--- src/design/fai_pkg.sv ---
package fai_pkg;
    // ==========================================================
    // bus geometry
    localparam int ADDR_W = 8;
    localparam int DATA_W = 32;
    localparam int REG_W = 8;
    // ==========================================================
    // register indices, byte address is four times the index
    localparam logic [7:0] IDX_MODE = 8'h20;
    localparam logic [7:0] IDX_START_EN = 8'h22;
    localparam logic [7:0] IDX_END_EN = 8'h23;
    localparam logic [7:0] IDX_START_STAT = 8'h30;
    localparam logic [7:0] IDX_END_STAT = 8'h31;
    // ==========================================================
    // field layout
    localparam int START_W = 6;
    localparam int END_W = 5;
    localparam int BIT_OOF = 0;
    localparam int BIT_AIS = 1;
    localparam int BIT_REMOTE = 2;
    localparam int BIT_IDLE = 3;
    localparam int BIT_LOS = 4;
    localparam int BIT_SEF = 5;
    localparam int BIT_MODE_CBIT = 0;
    localparam int BIT_MODE_E3 = 1;
    localparam logic [7:0] START_EN_MASK = 8'h3F;
    localparam logic [7:0] END_EN_MASK = 8'h1F;
    localparam logic [7:0] MODE_MASK = 8'h03;
    // sources whose enable only counts in ds3 framing
    localparam logic [START_W-1:0] START_DS3_ONLY = 6'h28;
    localparam logic [END_W-1:0] END_DS3_ONLY = 5'h08;
    // ==========================================================
    // values after reset
    localparam logic [7:0] START_EN_RST = 8'h00;
    localparam logic [7:0] END_EN_RST = 8'h00;
    localparam logic [7:0] MODE_RST = 8'h00;
endpackage

--- src/design/fai_flag_bank.sv ---
`timescale 1ns/10ps
// ==============================================================
// sticky event flags with write-one-to-clear and enable gating
module fai_flag_bank
    import fai_pkg::*;
#(
    parameter int W = START_W
)
(
    input wire logic core_clk,
    input wire logic rstn,
    input wire logic [W-1:0] event_pulse,
    input wire logic [W-1:0] clear_mask,
    input wire logic [W-1:0] enable,
    input wire logic [W-1:0] mode_ok,
    output logic [W-1:0] flags,
    output logic [W-1:0] pending
);
    logic [W-1:0] flag_reg;
    logic [W-1:0] flag_next;

    genvar i;
    generate
        for (i = 0; i < W; i++)
        begin : g_flag
            // a set in the clearing cycle wins so no event is lost
            assign flag_next[i] = event_pulse[i] | (flag_reg[i] & ~clear_mask[i]);
            // flag counts toward the interrupt only when enabled and mode allows
            assign pending[i] = flag_reg[i] & enable[i] & mode_ok[i];
        end
    endgenerate

    always_ff @(posedge core_clk)
    begin
        if (!rstn)
            flag_reg <= '0;
        else
            flag_reg <= flag_next;
    end

    assign flags = flag_reg;
endmodule

--- src/design/fai_top.sv ---
`timescale 1ns/10ps
// ==============================================================
// alarm interrupt enables for one framer receiver
module fai_top
    import fai_pkg::*;
(
    input wire logic core_clk,
    input wire logic rstn,
    input wire logic [ADDR_W-1:0] avs_address,
    input wire logic avs_read,
    input wire logic avs_write,
    input wire logic [DATA_W-1:0] avs_writedata,
    input wire logic [3:0] avs_byteenable,
    output logic [DATA_W-1:0] avs_readdata,
    output logic avs_waitrequest,
    input wire logic sef_start_evt,
    input wire logic sig_loss_start_evt,
    input wire logic idle_start_evt,
    input wire logic remote_alarm_start_evt,
    input wire logic ais_start_evt,
    input wire logic out_of_frame_start_evt,
    input wire logic sig_loss_end_evt,
    input wire logic idle_end_evt,
    input wire logic remote_alarm_end_evt,
    input wire logic ais_end_evt,
    input wire logic out_of_frame_end_evt,
    input wire logic other_irq_req,
    output logic combined_interrupt_n
);
    // ==========================================================
    // bus slave: one wait cycle per access
    logic ack_reg;
    logic [DATA_W-1:0] rdata_reg;
    wire access_req = avs_read | avs_write;
    wire wr_commit = avs_write & ack_reg & avs_byteenable[0];
    wire sel_mode = (avs_address == IDX_MODE);
    wire sel_start_en = (avs_address == IDX_START_EN);
    wire sel_end_en = (avs_address == IDX_END_EN);
    wire sel_start_stat = (avs_address == IDX_START_STAT);
    wire sel_end_stat = (avs_address == IDX_END_STAT);
    wire [REG_W-1:0] wbyte = avs_writedata[REG_W-1:0];

    assign avs_waitrequest = access_req & ~ack_reg;

    always_ff @(posedge core_clk)
    begin
        if (!rstn)
            ack_reg <= 1'b0;
        else
            ack_reg <= access_req & ~ack_reg;
    end

    // ==========================================================
    // control registers
    logic [REG_W-1:0] mode_reg;
    logic [REG_W-1:0] start_en_reg;
    logic [REG_W-1:0] end_en_reg;
    // reserved bits are not stored, so they read back as zero
    wire [REG_W-1:0] mode_next = sel_mode & wr_commit ? (wbyte & MODE_MASK) : mode_reg;
    wire [REG_W-1:0] start_en_next =
        sel_start_en & wr_commit ? (wbyte & START_EN_MASK) : start_en_reg;
    wire [REG_W-1:0] end_en_next = sel_end_en & wr_commit ? (wbyte & END_EN_MASK) : end_en_reg;

    always_ff @(posedge core_clk)
    begin
        if (!rstn)
        begin
            mode_reg <= MODE_RST;
            start_en_reg <= START_EN_RST;
            end_en_reg <= END_EN_RST;
        end
        else
        begin
            mode_reg <= mode_next;
            start_en_reg <= start_en_next;
            end_en_reg <= end_en_next;
        end
    end

    // ==========================================================
    // framing mode decode
    wire is_e3 = mode_reg[BIT_MODE_E3];
    wire is_ds3 = ~is_e3;
    // ds3-only sources lose their enable in either e3 framing
    wire [START_W-1:0] start_mode_ok = is_ds3 ? {START_W{1'b1}} : ~START_DS3_ONLY;
    wire [END_W-1:0] end_mode_ok = is_ds3 ? {END_W{1'b1}} : ~END_DS3_ONLY;

    // ==========================================================
    // event collection, already on core_clk from the detectors
    logic [START_W-1:0] start_evt;
    logic [END_W-1:0] end_evt;
    assign start_evt[BIT_SEF] = sef_start_evt;
    assign start_evt[BIT_LOS] = sig_loss_start_evt;
    assign start_evt[BIT_IDLE] = idle_start_evt;
    assign start_evt[BIT_REMOTE] = remote_alarm_start_evt;
    assign start_evt[BIT_AIS] = ais_start_evt;
    assign start_evt[BIT_OOF] = out_of_frame_start_evt;
    assign end_evt[BIT_LOS] = sig_loss_end_evt;
    assign end_evt[BIT_IDLE] = idle_end_evt;
    assign end_evt[BIT_REMOTE] = remote_alarm_end_evt;
    assign end_evt[BIT_AIS] = ais_end_evt;
    assign end_evt[BIT_OOF] = out_of_frame_end_evt;

    // status clear: write one to clear, only on the committing edge
    wire [START_W-1:0] start_clr = (sel_start_stat & wr_commit) ? wbyte[START_W-1:0] : '0;
    wire [END_W-1:0] end_clr = (sel_end_stat & wr_commit) ? wbyte[END_W-1:0] : '0;

    logic [START_W-1:0] start_flags;
    logic [START_W-1:0] start_pending;
    logic [END_W-1:0] end_flags;
    logic [END_W-1:0] end_pending;

    fai_flag_bank #(
        .W(START_W)
    ) u_start_bank (
        .core_clk(core_clk),
        .rstn(rstn),
        .event_pulse(start_evt),
        .clear_mask(start_clr),
        .enable(start_en_reg[START_W-1:0]),
        .mode_ok(start_mode_ok),
        .flags(start_flags),
        .pending(start_pending)
    );

    fai_flag_bank #(
        .W(END_W)
    ) u_end_bank (
        .core_clk(core_clk),
        .rstn(rstn),
        .event_pulse(end_evt),
        .clear_mask(end_clr),
        .enable(end_en_reg[END_W-1:0]),
        .mode_ok(end_mode_ok),
        .flags(end_flags),
        .pending(end_pending)
    );

    // ==========================================================
    // read mux
    wire [REG_W-1:0] rd_byte =
        sel_mode ? mode_reg :
        sel_start_en ? start_en_reg :
        sel_end_en ? end_en_reg :
        sel_start_stat ? {{(REG_W-START_W){1'b0}}, start_flags} :
        sel_end_stat ? {{(REG_W-END_W){1'b0}}, end_flags} :
        8'h00;
    // captured in the wait cycle so it stands at the ready edge
    wire [DATA_W-1:0] rdata_next =
        (avs_read & ~ack_reg) ? {{(DATA_W-REG_W){1'b0}}, rd_byte} : rdata_reg;

    always_ff @(posedge core_clk)
    begin
        if (!rstn)
            rdata_reg <= '0;
        else
            rdata_reg <= rdata_next;
    end

    assign avs_readdata = rdata_reg;

    // ==========================================================
    // combined interrupt, registered to keep the pin glitch free
    logic irq_n_reg;
    wire any_pending = (|start_pending) | (|end_pending) | other_irq_req;
    wire irq_n_next = ~any_pending;

    always_ff @(posedge core_clk)
    begin
        if (!rstn)
            irq_n_reg <= 1'b1;
        else
            irq_n_reg <= irq_n_next;
    end

    assign combined_interrupt_n = irq_n_reg;
endmodule

--- config.mk ---
export PLATFORM = sky130hd
export DESIGN_NAME = fai_top
export DESIGN_NICKNAME = d
export VERILOG_FILES = /design/src/design/fai_pkg.sv /design/src/design/fai_flag_bank.sv /design/src/design/fai_top.sv
export SDC_FILE = /design/constraint.sdc
export NUM_CORES = 1
export LEC_CHECK = 0
export BUFFER_PORTS_ARGS = -buffer_cell sky130_fd_sc_hd__buf_2
export CELL_PAD_IN_SITES_DETAIL_PLACEMENT = 0
export CELL_PAD_IN_SITES_GLOBAL_PLACEMENT = 1
export CORE_ASPECT_RATIO = 2
export CORE_MARGIN = 4
export CORE_UTILIZATION = 34
export CTS_BUF_LIST = sky130_fd_sc_hd__clkbuf_2
export CTS_CLUSTER_DIAMETER = 100
export DETAILED_ROUTE_END_ITERATION = 10
export GPL_ROUTABILITY_DRIVEN = 0
export GPL_TIMING_DRIVEN = 1
export PLACE_DENSITY_LB_ADDON = 0.1
export SLEW_MARGIN = 20
export SYNTH_ARGS = -nofsm -noshare
export SYNTH_HDL_FRONTEND = slang
export SYNTH_HIERARCHICAL = 1
export SYNTH_SLANG_ARGS = --single-unit
--- constraint.sdc ---
create_clock -name core_clk -period 2 [get_ports core_clk]
set_input_delay 0.2 -clock core_clk [delete_from_list [all_inputs] [get_ports core_clk]]
set_output_delay 0.2 -clock core_clk [all_outputs]
set_load 0.005 [all_outputs]
Word-level counts from Yosys, hierarchy flattened
Index checks and enable logic that the tools add are counted.

Flip-flop bits (word level): 34. Latch bits: 0. Bits in writable memories: 0. Memory bits (read-only): 0. Memories: 0.

Add/subtract/negate cells: 0. Multiply operators: 0. Div/mod/pow operators: 0. Order comparisons: 0. Equal/unequal tests: 5. Shifts and indexed selects: 0. Muxes and demuxes: 9. Bitwise gates (word level): 69. Reduce and logical (&&, ||, !) cells: 2.

Operator list (count): 1-bit bitwise AND (41); 8-bit by 6-bit == test with 1-bit output (second input constant) (5); 6-bit two-way mux (6); 1-bit OR (14); 1-bit inverter (13); 5-bit two-way mux (2); 6-bit OR reduction (1); 5-bit OR reduction (1); 4-bit two-way mux (1); 1-bit bitwise AND (second input constant) (1).

Longest topological paths before layout
Gate-level depths: netlist of the first run.

Depth in word-level cells: 7. Gate-level depth with buffers: 7.

By module
Netlist of the first run, hierarchy kept.

By module, submodules not included: fai_top (instances 1, cells an instance 166, area an instance 1435.1 sq um); fai_flag_bank (u_start_bank) (instances 1, cells an instance 24, area an instance 292.8 sq um); fai_flag_bank (u_end_bank) (instances 1, cells an instance 20, area an instance 244.0 sq um).

Worst setup path after synthesis of the first run
OpenSTA, ideal clock, no wires.

Kind: input-to-reg. Start: input avs_address[0]. End: register u_start_bank.flag_reg[0] (netlist: u_start_bank/flags[0]). Setup time: 115 ps. Arrival: 1383 ps. Data required time: 1885 ps. Setup slack: 502 ps. Cell stages on the path: 6. Buffers on the path: 1. Path through: buf_6 -> or4_4 -> nor2_1 -> and2_1 -> nor2b_4 -> o21a_1.

Word-level cells in the longest chain between the ends: 6.

Ends and longest elaborated chain: start: declaration (RTL line fai_top.sv:9) `input wire logic [ADDR_W-1:0] avs_address,`; 8-bit by 6-bit == test with 1-bit output (RTL line fai_top.sv:39) `wire sel_start_stat = (avs_address == IDX_START_STAT);`; 1-bit bitwise AND (RTL line fai_top.sv:105) `wire [START_W-1:0] start_clr = (sel_start_stat & wr_commit) ? wbyte[START_W-1:0] : '0;`; 6-bit two-way mux (RTL line fai_top.sv:105); via start_clr[0] (RTL line fai_top.sv:105); 1-bit inverter (RTL line fai_flag_bank.sv:27) `assign flag_next[i] = event_pulse[i] | (flag_reg[i] & ~clear_mask[i]);`; 1-bit bitwise AND (RTL line fai_flag_bank.sv:27); 1-bit OR (RTL line fai_flag_bank.sv:27); end signal: assignment (RTL line fai_flag_bank.sv:38) `flag_reg <= flag_next;`; end: declaration (RTL line fai_flag_bank.sv:19) `logic [W-1:0] flag_reg;`.

The timed path passes the listed nets, and every way through them passes these cells. A chain may end at the register's enable or synchronous reset.

Worst setup path in the final report of the first run
Start: register ack_reg. End: register u_start_bank.flag_reg[3] (netlist: u_start_bank/flags[3]).

Word-level cells in the longest chain between the ends: 7.

Ends and longest elaborated chain: start: declaration (RTL line fai_top.sv:32) `logic ack_reg;`; start signal: assignment (RTL line fai_top.sv:50) `ack_reg <= access_req & ~ack_reg;`; 1-bit bitwise AND (2 in a row) (RTL line fai_top.sv:35) `wire wr_commit = avs_write & ack_reg & avs_byteenable[0];`; 1-bit bitwise AND (RTL line fai_top.sv:105); 6-bit two-way mux (RTL line fai_top.sv:105); via start_clr[3] (RTL line fai_top.sv:105); 1-bit inverter (RTL line fai_flag_bank.sv:27); 1-bit bitwise AND (RTL line fai_flag_bank.sv:27); 1-bit OR (RTL line fai_flag_bank.sv:27).

The timed path passes the listed nets, and every way through them passes these cells.

==> results of run 1 <==
==> report_power, final <==
group | switching (mW) | total, mW | internal [mW] | leakage (nW)
clock network | 0.234 | 0.312 | 0.0782 | 0.0302
logic | 0.0925 | 0.195 | 0.102 | 0.816
registers | 0.0154 | 0.675 | 0.660 | 0.262
total | 0.341 | 1.18 | 0.840 | 1.11
==> per-stage QoR <==
stage	util	cell area, sq um	cells	setup WS (ns)	hold WS (ns)
final	0.4089	2315	332	0.4479	0.06178
after global routing	0.4089	2315	332	0.2878	0.03539
after CTS	0.4089	2315	332	0.4097	0.02490
after detailed placement	0.3826	2166	313	0.2541	0.4114
after global placement	0.3826	2166	313	0.2910	0.4095
after floorplan	-	2092	242	0.5025	0.3175
==> repair_timing <==
action,in CTS,in global routing
endpoints found under the hold margin,11,0
endpoints found under the setup margin,0,0
buffers inserted,0,0
hold buffers,11,0
==> logic make-up (layout without fill, tap and decap cells) <==
kind of cell           count (synthesis)  after routing  share of synthesized area
other                                  2             34                   0.003809
muxes                                 21             21                     0.1110
AOI/OAI and AO/OA                     30             30                     0.1193
and+or+nand+nor                       91             91                     0.3179
DFF                                   32             32                     0.3249
buffers and inverters                 34             63                     0.1231
==> cell usage in the layout (no fill, tap or decap), drive strengths merged, types with 2 or more instances in the layout <==
cell type    synthesis  layout
a22oi                5       5
a2bb2oi              3       3
and2                12      12
and3                13      13
buf                 30      42
clkbuf               2       5
clkinv               0       3
conb                 2      34
dfxtp               32      32
dlygate4sd3          0      11
inv                  2       2
mux2                 7       7
mux2i               14      14
nand2               20      20
nand2b               2       2
nand3                5       5
nor2                11      11
nor2b               14      14
nor3                 2       2
nor4                 4       4
o21a                11      11
o21ai                2       2
==> final timing paths <==
path,to,slack (ns),start
setup / recovery,u_start_bank/flags[3],0.45,ack_reg
hold / removal,combined_interrupt_n,0.06,other_irq_req
setup reg to reg,u_start_bank/flags[3],0.45,ack_reg
hold reg to reg,end_en_reg[1],0.48,end_en_reg[1]
==> routing by layer <==
metal | track usage | part of all wire | up-vias
met1 | 0.1546 | 0.38 | 692
li1 | - | - | 796
met3 | 0.03122 | 0.061 | 6
met2 | 0.2617 | 0.54 | 51
met5 | 0 | 0 | -
met4 | 0.06374 | 0.019 | 0
==> worst max-delay path: cells and delay by family, from the launching register on <==
kind                   cells  cell delay, ns
AOI/OAI and AO/OA          1            0.15
DFF                        1            0.42
buffers and inverters      1            0.16
and+or+nand+nor            5            0.72
==> area by class of cell <==
| type | count | area share |
|---|---|---|
| Multi-Input combinational cell | 176 | 0.5222 |
| Clock inverter | 3 | 0.005946 |
| Clock buffer | 5 | 0.01081 |
| Timing Repair Buffer | 53 | 0.1481 |
| Inverter | 2 | 0.003243 |
| Tap cell | 61 | 0.03297 |
| Sequential cell | 32 | 0.2768 |
==> results.sh, run 1 <==
export IMPL_syn_area_sq_mm=0.001972
export IMPL_synthFlopType="dfxtp_1"
export IMPL_clkSinkCount=32
export IMPL_async_reset_ff_frac=0
export IMPL_dr_pass1_iters=4
export IMPL_syn2layout_area_growth_pct=17.39
export IMPL_grt_overflow=0
export IMPL_synth_cell_type_count=43
export IMPL_multiInputGateArea_sq_mm=0.001209
export IMPL_yosys_top_cells_area="dfxtp_1 32%, buf_4 9.9%, nor2b_4 7.7%"
export IMPL_ant_nets=0
export IMPL_viasPerCell=4.654
export IMPL_crit_path_top_delay_cell="dfxtp_1"
export IMPL_crit_chain="and3_1, nand2_1, nor2_1, buf_4, and2_1, nor2b_4, o21a_1"
export IMPL_antenna_found_initial=0
export IMPL_hold_depth=4
export IMPL_synth_area_per_cell_sq_um=9.390
export IMPL_worst_pin_slew_ns=0.5266
export IMPL_setup_viol=0
export IMPL_synth_top_area_share=0.3249
export IMPL_fillerInstances=615
export IMPL_drive_above_1_share=0.3100
export IMPL_dp_final_hpwl_mm=3.822
export IMPL_leakage_nw=1.109
export IMPL_fin_crit_ns=1.552
export IMPL_die_y_microns=115.7
export IMPL_placement_io_buffers=38
export IMPL_yosysMostFrequentCell="dfxtp_1"
export IMPL_period_share=0.7760
export IMPL_cp_required_ns=2.30
export IMPL_setup_tns_ns=0
export IMPL_cp_arrival_ns=1.85
export IMPL_pin_count=94
export IMPL_cts_max_path_buffers=2
export IMPL_grt_pass1_vias=1491
export IMPL_post_drt_wl_per_cell_microns=14.47
export IMPL_synth_warnings=6
export IMPL_cts_tree="done"
export IMPL_vias=1545
export IMPL_critPathMaxFanout=6
export IMPL_yosys_area_top_type="dfxtp_1"
export IMPL_numCtsBuffers=5
export IMPL_final_nets=330
export IMPL_die_area_sq_mm=0.007156
export IMPL_diodes=0
export IMPL_ys_ff_latch=32
export IMPL_seqCellArea_sq_um=640.6
export IMPL_total_power_mw=1.182
export IMPL_drt_initial_drc_count=26
export IMPL_clk_latency_ns=0.39
export IMPL_rsz0062_at_grt="false"
export IMPL_hold_violations=0
export IMPL_slew_viol_final=0
export IMPL_rows=39
export IMPL_max_freq_mhz=644.3
export IMPL_core_area_sq_mm=0.005660
export IMPL_grt_pass1_wl_mm=7.362
export IMPL_start_kind="flip-flop"
export IMPL_crit_type="reg -> reg"
export IMPL_drv_cap=0
export IMPL_slew_headroom=0.6457
export IMPL_r2r_cells=7
export IMPL_synth_edf_count=0
export IMPL_path_clk_slew_ns=0.18
export IMPL_post_cts_resized=0
export IMPL_die_width_microns=61.85
export IMPL_yosysSeqAreaShare=0.3249
export IMPL_powerDensity_mw_per_mm2=510.4
export IMPL_skew_ns=0.01608
export IMPL_crit_path_max_incr_delay_ns=0.42
export IMPL_syn_inst=210
export IMPL_grt_usage=0.1457
export IMPL_start_util=0.3484
export IMPL_drt_wl_total_mm=4.803
export IMPL_h_tree_depth=2
export IMPL_grt_start_max_net_pins=25
export IMPL_yosys_top_cells_count="32 x dfxtp_1, 26 x buf_4, 20 x nand2_1, 14 x mux2i_1, 12 x and2_1"
export IMPL_drc=0
export IMPL_vdd_drop_max_mv=0.3241
export IMPL_hold_class="in -> reg"
export IMPL_root_buffer="clkbuf_2"
export IMPL_critPathCaptureType="flip-flop"
export IMPL_outcome="finished clean"
(Power assumes the default switching activity.)
==> run 2: changes to the inputs <==
- clock period: 2 -> 1.62 ns (I/O delays scaled with it)
==> run 2 against run 1 <==
Against the previous run: maximum frequency up 12%; hold slack worse by 0.012 ns; critical path depth down 2; worst setup slack worse by 0.22 ns; critical path type unchanged; critical endpoint is now avs_readdata[1]; largest power group unchanged.
==> results.sh, run 2 (same netlist as run 1, synthesis figures left out) <==
export IMPL_final_nets=341
export IMPL_rows=39
export IMPL_period_share=0.8587
export IMPL_drv_cap=0
export IMPL_drive_above_1_share=0.3369
export IMPL_syn2layout_area_growth_pct=23.03
export IMPL_numCtsBuffers=5
export IMPL_grt_pass1_wl_mm=7.783
export IMPL_critPathCaptureType="flip-flop"
export IMPL_mostFrequentLayoutCells="38 x buf_2, 34 x conb_1, 32 x dfxtp_1, 20 x nand2_1, 14 x mux2i_1"
export IMPL_holdWs_ns=0.04983
export IMPL_pwr_share_seq=0.508
export IMPL_r2r_cells=5
export IMPL_h_tree_depth=2
export IMPL_start_kind="flip-flop"
export IMPL_grt_usage=0.1492
export IMPL_setup_viol=0
export IMPL_cts_max_path_buffers=2
export IMPL_use_met2=0.2666
export IMPL_viasPerCell=4.688
export IMPL_switching_share=0.2570
export IMPL_drc=0
export IMPL_grt_pass1_vias=1593
export IMPL_core_area_sq_mm=0.005660
export IMPL_fillerInstances=587
export IMPL_cp_arrival_ns=1.68
export IMPL_vdd_drop_max_mv=0.6692
export IMPL_pin_count=94
export IMPL_die_y_microns=115.7
export IMPL_vias=1608
export IMPL_hold_class="in -> reg"
export IMPL_combPwrFrac=0.156
export IMPL_crit_path_max_incr_delay_ns=0.35
export IMPL_seqCellArea_sq_um=640.6
export IMPL_max_freq_mhz=718.8
export IMPL_fin_util=0.4286
export IMPL_critPathMaxFanout=8
export IMPL_placement_io_buffers=38
export IMPL_cp_required_ns=1.91
export IMPL_grt_start_max_net_pins=16
export IMPL_fin_crit_ns=1.391
export IMPL_post_drt_wl_per_cell_microns=14.29
export IMPL_outcome="finished clean"
export IMPL_diodes=0
export IMPL_setup_tns_ns=0
export IMPL_crit_chain="buf_4, nand2b_1, a31oi_1, o21ai_0, o211a_1"
export IMPL_p_sw_mw=0.4210
export IMPL_grtUsageMet3=0.02453
export IMPL_intPower_mw=1.218
export IMPL_path_clk_slew_ns=0.19
export IMPL_layout_commonest_cell="buf_2"
export IMPL_drt_initial_drc_count=24
export IMPL_antenna_found_initial=0
export IMPL_top_usage_layer="met2"
export IMPL_dr_pass1_iters=4
export IMPL_hold_depth=3
export IMPL_use_met1=0.1637
export IMPL_clk_latency_ns=0.38
export IMPL_clkSinkCount=32
export IMPL_die_area_sq_mm=0.007156
export IMPL_leakage_nw=1.175
export IMPL_dp_final_hpwl_mm=3.948
export IMPL_powerDensity_mw_per_mm2=675.4
export IMPL_crit_type="reg -> reg"
export IMPL_hold_violations=0
export IMPL_crit_path_top_delay_cell="dfxtp_1"
export IMPL_multiInputGateArea_sq_mm=0.001209
export IMPL_grt_overflow=0
export IMPL_slew_viol_final=0
export IMPL_start_util=0.3484
export IMPL_p_clk_frac=0.336
export IMPL_die_width_microns=61.85
export IMPL_drt_wl_total_mm=4.903
export IMPL_ant_nets=0
export IMPL_root_buffer="clkbuf_2"
export IMPL_cts_tree="done"
export IMPL_rsz0062_at_grt="false"
export IMPL_skew_ns=0.02882
run 2: cell types whose count changed in the layout (fill, tap and decap cells not counted):
cell / change
buf_4: +10
bufinv_16: +1
clkbuf_2: +1
clkinv_1: -1
clkinv_2: -1
dlygate4sd3_1: +1
run 2: cell type report:
type,instances,area share
Clock buffer,6,0.01238
Clock inverter,2,0.01444
Inverter,2,0.003094
Multi-Input combinational cell,176,0.4982
Sequential cell,32,0.2641
Tap cell,61,0.03146
Timing Repair Buffer,64,0.1764
run 2: per-stage QoR:
stage | instances | setup WS (ns) | power (mW) | area (sq um)
6_report | 343 | 0.2288 | 1.639 | 2426
5_1_grt | 343 | 0.1131 | 1.730 | 2426
4_1_cts | 343 | 0.1932 | 1.667 | 2426
3_5_place_dp | 323 | 0.02596 | 1.085 | 2241
3_3_place_gp | 323 | 0.02398 | 1.084 | 2241
2_1_floorplan | 242 | 0.1605 | 1.023 | 2092
run 2: routing by layer:
layer  part of all wire  vias to the layer above  wire length, microns
met2               0.54                       52                  2641
met3              0.058                       10                   285
met1               0.37                      729                  1826
li1                   -                      817                     -
met5                  0                        -                     0
met4              0.030                        0                   149
run 2: worst max-delay path: cells and delay by family (launching register included):
| family | cells | cell delay (ns) |
|---|---|---|
| AOI/OAI and AO/OA | 3 | 0.55 |
| buffers and inverters | 1 | 0.14 |
| DFF | 1 | 0.35 |
| and+or+nand+nor | 1 | 0.28 |
run 2: worst paths after layout:
check	from	slack (ns)	endpoint
max	ack_reg	0.23	avs_readdata[1]
min	avs_writedata[0]	0.05	mode_reg[0]
max reg2reg	ack_reg	0.23	avs_readdata[1]
min reg2reg	end_en_reg[1]	0.48	end_en_reg[1]
run 2: timing repair:
item | 4_1_cts | 5_1_grt
setup buffers | 0 | 0
hold buffers | 12 | 0
endpoints found under the hold margin | 12 | 0
gates resized for setup | 0 | 0
run 2: power by group through the flow:
stage	combinational, mW	clock [mW]	sequential (mW)
after CTS	0.259	0.576	0.833
after detailed placement	0.236	0	0.849
final	0.256	0.551	0.832
after global placement	0.235	0	0.849
after floorplan	0.179	0	0.844
after global routing	0.288	0.606	0.836
==> run 3: changes to the inputs <==
- MAX_ROUTING_LAYER: unset -> met4
==> run 3 against run 2 <==
Against the previous run: register-to-register slack hardly changed; non-clock buffer count unchanged; hold slack worse by 0.00095 ns; cell area is the same; worst setup slack worse by 0.0022 ns.
==> results.sh, run 3 (same netlist as run 1, synthesis figures left out) <==
export IMPL_outcome="finished clean"
export IMPL_dp_final_hpwl_mm=3.948
export IMPL_drt_initial_drc_count=30
export IMPL_path_clk_slew_ns=0.19
export IMPL_grt_pass1_wl_mm=7.790
export IMPL_dr_pass1_iters=4
export IMPL_die_area_sq_mm=0.007156
export IMPL_max_freq_mhz=717.7
export IMPL_viasPerCell=4.711
export IMPL_top_usage_layer="met2"
export IMPL_critPathCaptureType="flip-flop"
export IMPL_grt_usage=0.1532
export IMPL_p_clk_frac=0.337
export IMPL_slew_viol_final=0
export IMPL_crit_path_top_delay_cell="dfxtp_1"
export IMPL_numCtsBuffers=5
export IMPL_switching_share=0.2574
export IMPL_placement_io_buffers=38
export IMPL_grt_start_max_net_pins=16
export IMPL_antenna_found_initial=0
export IMPL_total_power_mw=1.640
export IMPL_critPathBufInv=1
export IMPL_core_area_sq_mm=0.005660
export IMPL_layout_commonest_cell="buf_2"
export IMPL_pwr_share_seq=0.507
export IMPL_cts_max_path_buffers=2
export IMPL_hold_violations=0
export IMPL_fillerInstances=587
export IMPL_pin_count=94
export IMPL_start_util=0.3484
export IMPL_combPwrFrac=0.156
export IMPL_hold_class="in -> reg"
export IMPL_mostFrequentLayoutCells="38 x buf_2, 34 x conb_1, 32 x dfxtp_1, 20 x nand2_1, 14 x mux2i_1"
export IMPL_final_nets=341
export IMPL_grtUsageMet3=0.02230
export IMPL_ant_nets=0
export IMPL_drv_cap=0
export IMPL_die_width_microns=61.85
export IMPL_drive_above_1_share=0.3369
export IMPL_use_met2=0.2652
export IMPL_post_cts_resized=0
export IMPL_fin_crit_ns=1.393
export IMPL_cp_arrival_ns=1.66
export IMPL_use_met1=0.1658
export IMPL_skew_ns=0.02821
export IMPL_setup_tns_ns=0
export IMPL_setup_viol=0
export IMPL_fin_util=0.4286
export IMPL_path_delay_family="simple AND/OR/NAND/NOR gates"
export IMPL_root_buffer="clkbuf_2"
export IMPL_rsz0062_at_grt="false"
export IMPL_clk_latency_ns=0.38
export IMPL_cts_tree="done"
export IMPL_clkSinkCount=32
export IMPL_syn2layout_area_growth_pct=23.03
export IMPL_h_tree_depth=2
export IMPL_stdcell_count=343
export IMPL_diodes=0
export IMPL_p_sw_mw=0.4220
export IMPL_rows=39
export IMPL_vdd_drop_max_mv=0.6691
export IMPL_drt_wl_total_mm=4.919
export IMPL_cp_required_ns=1.89
export IMPL_leakage_nw=1.175
export IMPL_drc=0
export IMPL_dp_cells=323
export IMPL_die_y_microns=115.7
export IMPL_critPathMaxFanout=6
export IMPL_post_drt_wl_per_cell_microns=14.34
export IMPL_grt_overflow=0
export IMPL_crit_type="reg -> reg"
export IMPL_vias=1616
export IMPL_intPower_mw=1.218
export IMPL_grt_pass1_vias=1595
export IMPL_start_kind="flip-flop"
export IMPL_period_share=0.8601
export IMPL_crit_chain="and3_1, nand2_1, nor2_1, buf_4, and2_1, nor2b_4, o21a_1"
export IMPL_powerDensity_mw_per_mm2=675.8
export IMPL_crit_path_max_incr_delay_ns=0.37
[run 3: worst min-delay path, stage by stage]
cell	delay (ns)
buf_2	0.11
mux2i_1	0.07
nor2_1	0.07
[run 3: metal layers]
| metal | wire length [microns] | part of all wire |
|---|---|---|
| met2 | 2641 | 0.54 |
| met5 | 0 | 0 |
| met4 | 148 | 0.030 |
| met1 | 1843 | 0.37 |
| met3 | 286 | 0.058 |
[run 3: through the flow]
stage	hold slack, ns	instance area, sq um	worst slack, ns
after floorplan	0.2795	2092	0.1605
after CTS	0.03201	2426	0.1932
after detailed placement	0.3731	2241	0.02596
after global placement	0.3723	2241	0.02398
after global routing	0.03831	2426	0.1124
final	0.04888	2426	0.2266
[run 3: final timing paths]
kind | startpoint | endpoint | slack (ns) | cells after the start
setup / recovery | ack_reg | u_start_bank/flags[1] | 0.23 | 7
hold / removal | avs_writedata[0] | mode_reg[0] | 0.05 | 3
setup reg to reg | ack_reg | u_start_bank/flags[1] | 0.23 | 7
hold reg to reg | end_en_reg[1] | end_en_reg[1] | 0.48 | 2
[run 3: area by class of cell]
type | count | area [sq um] | share of cell area
multi-input cells | 176 | 1209 | 0.4982
flip-flops and latches | 32 | 640.6 | 0.2641
repair buffers | 64 | 427.9 | 0.1764
well taps | 61 | 76.32 | 0.03146
clock inverters | 2 | 35.03 | 0.01444
clock buffers | 6 | 30.03 | 0.01238
inverters | 2 | 7.507 | 0.003094
[run 3: power groups by stage]
stage / logic, mW / registers (mW) / clock network, mW
floorplan: 0.179 / 0.844 / 0
global placement: 0.235 / 0.849 / 0
detailed placement: 0.236 / 0.849 / 0
CTS: 0.259 / 0.833 / 0.576
global route: 0.288 / 0.836 / 0.604
finish: 0.255 / 0.832 / 0.553
[run 3: timing repair]
item / in CTS / in global routing
setup buffers: 0 / 0
setup endpoints to repair: 0 / 0
hold buffers: 12 / 0
hold endpoints to repair: 12 / 0
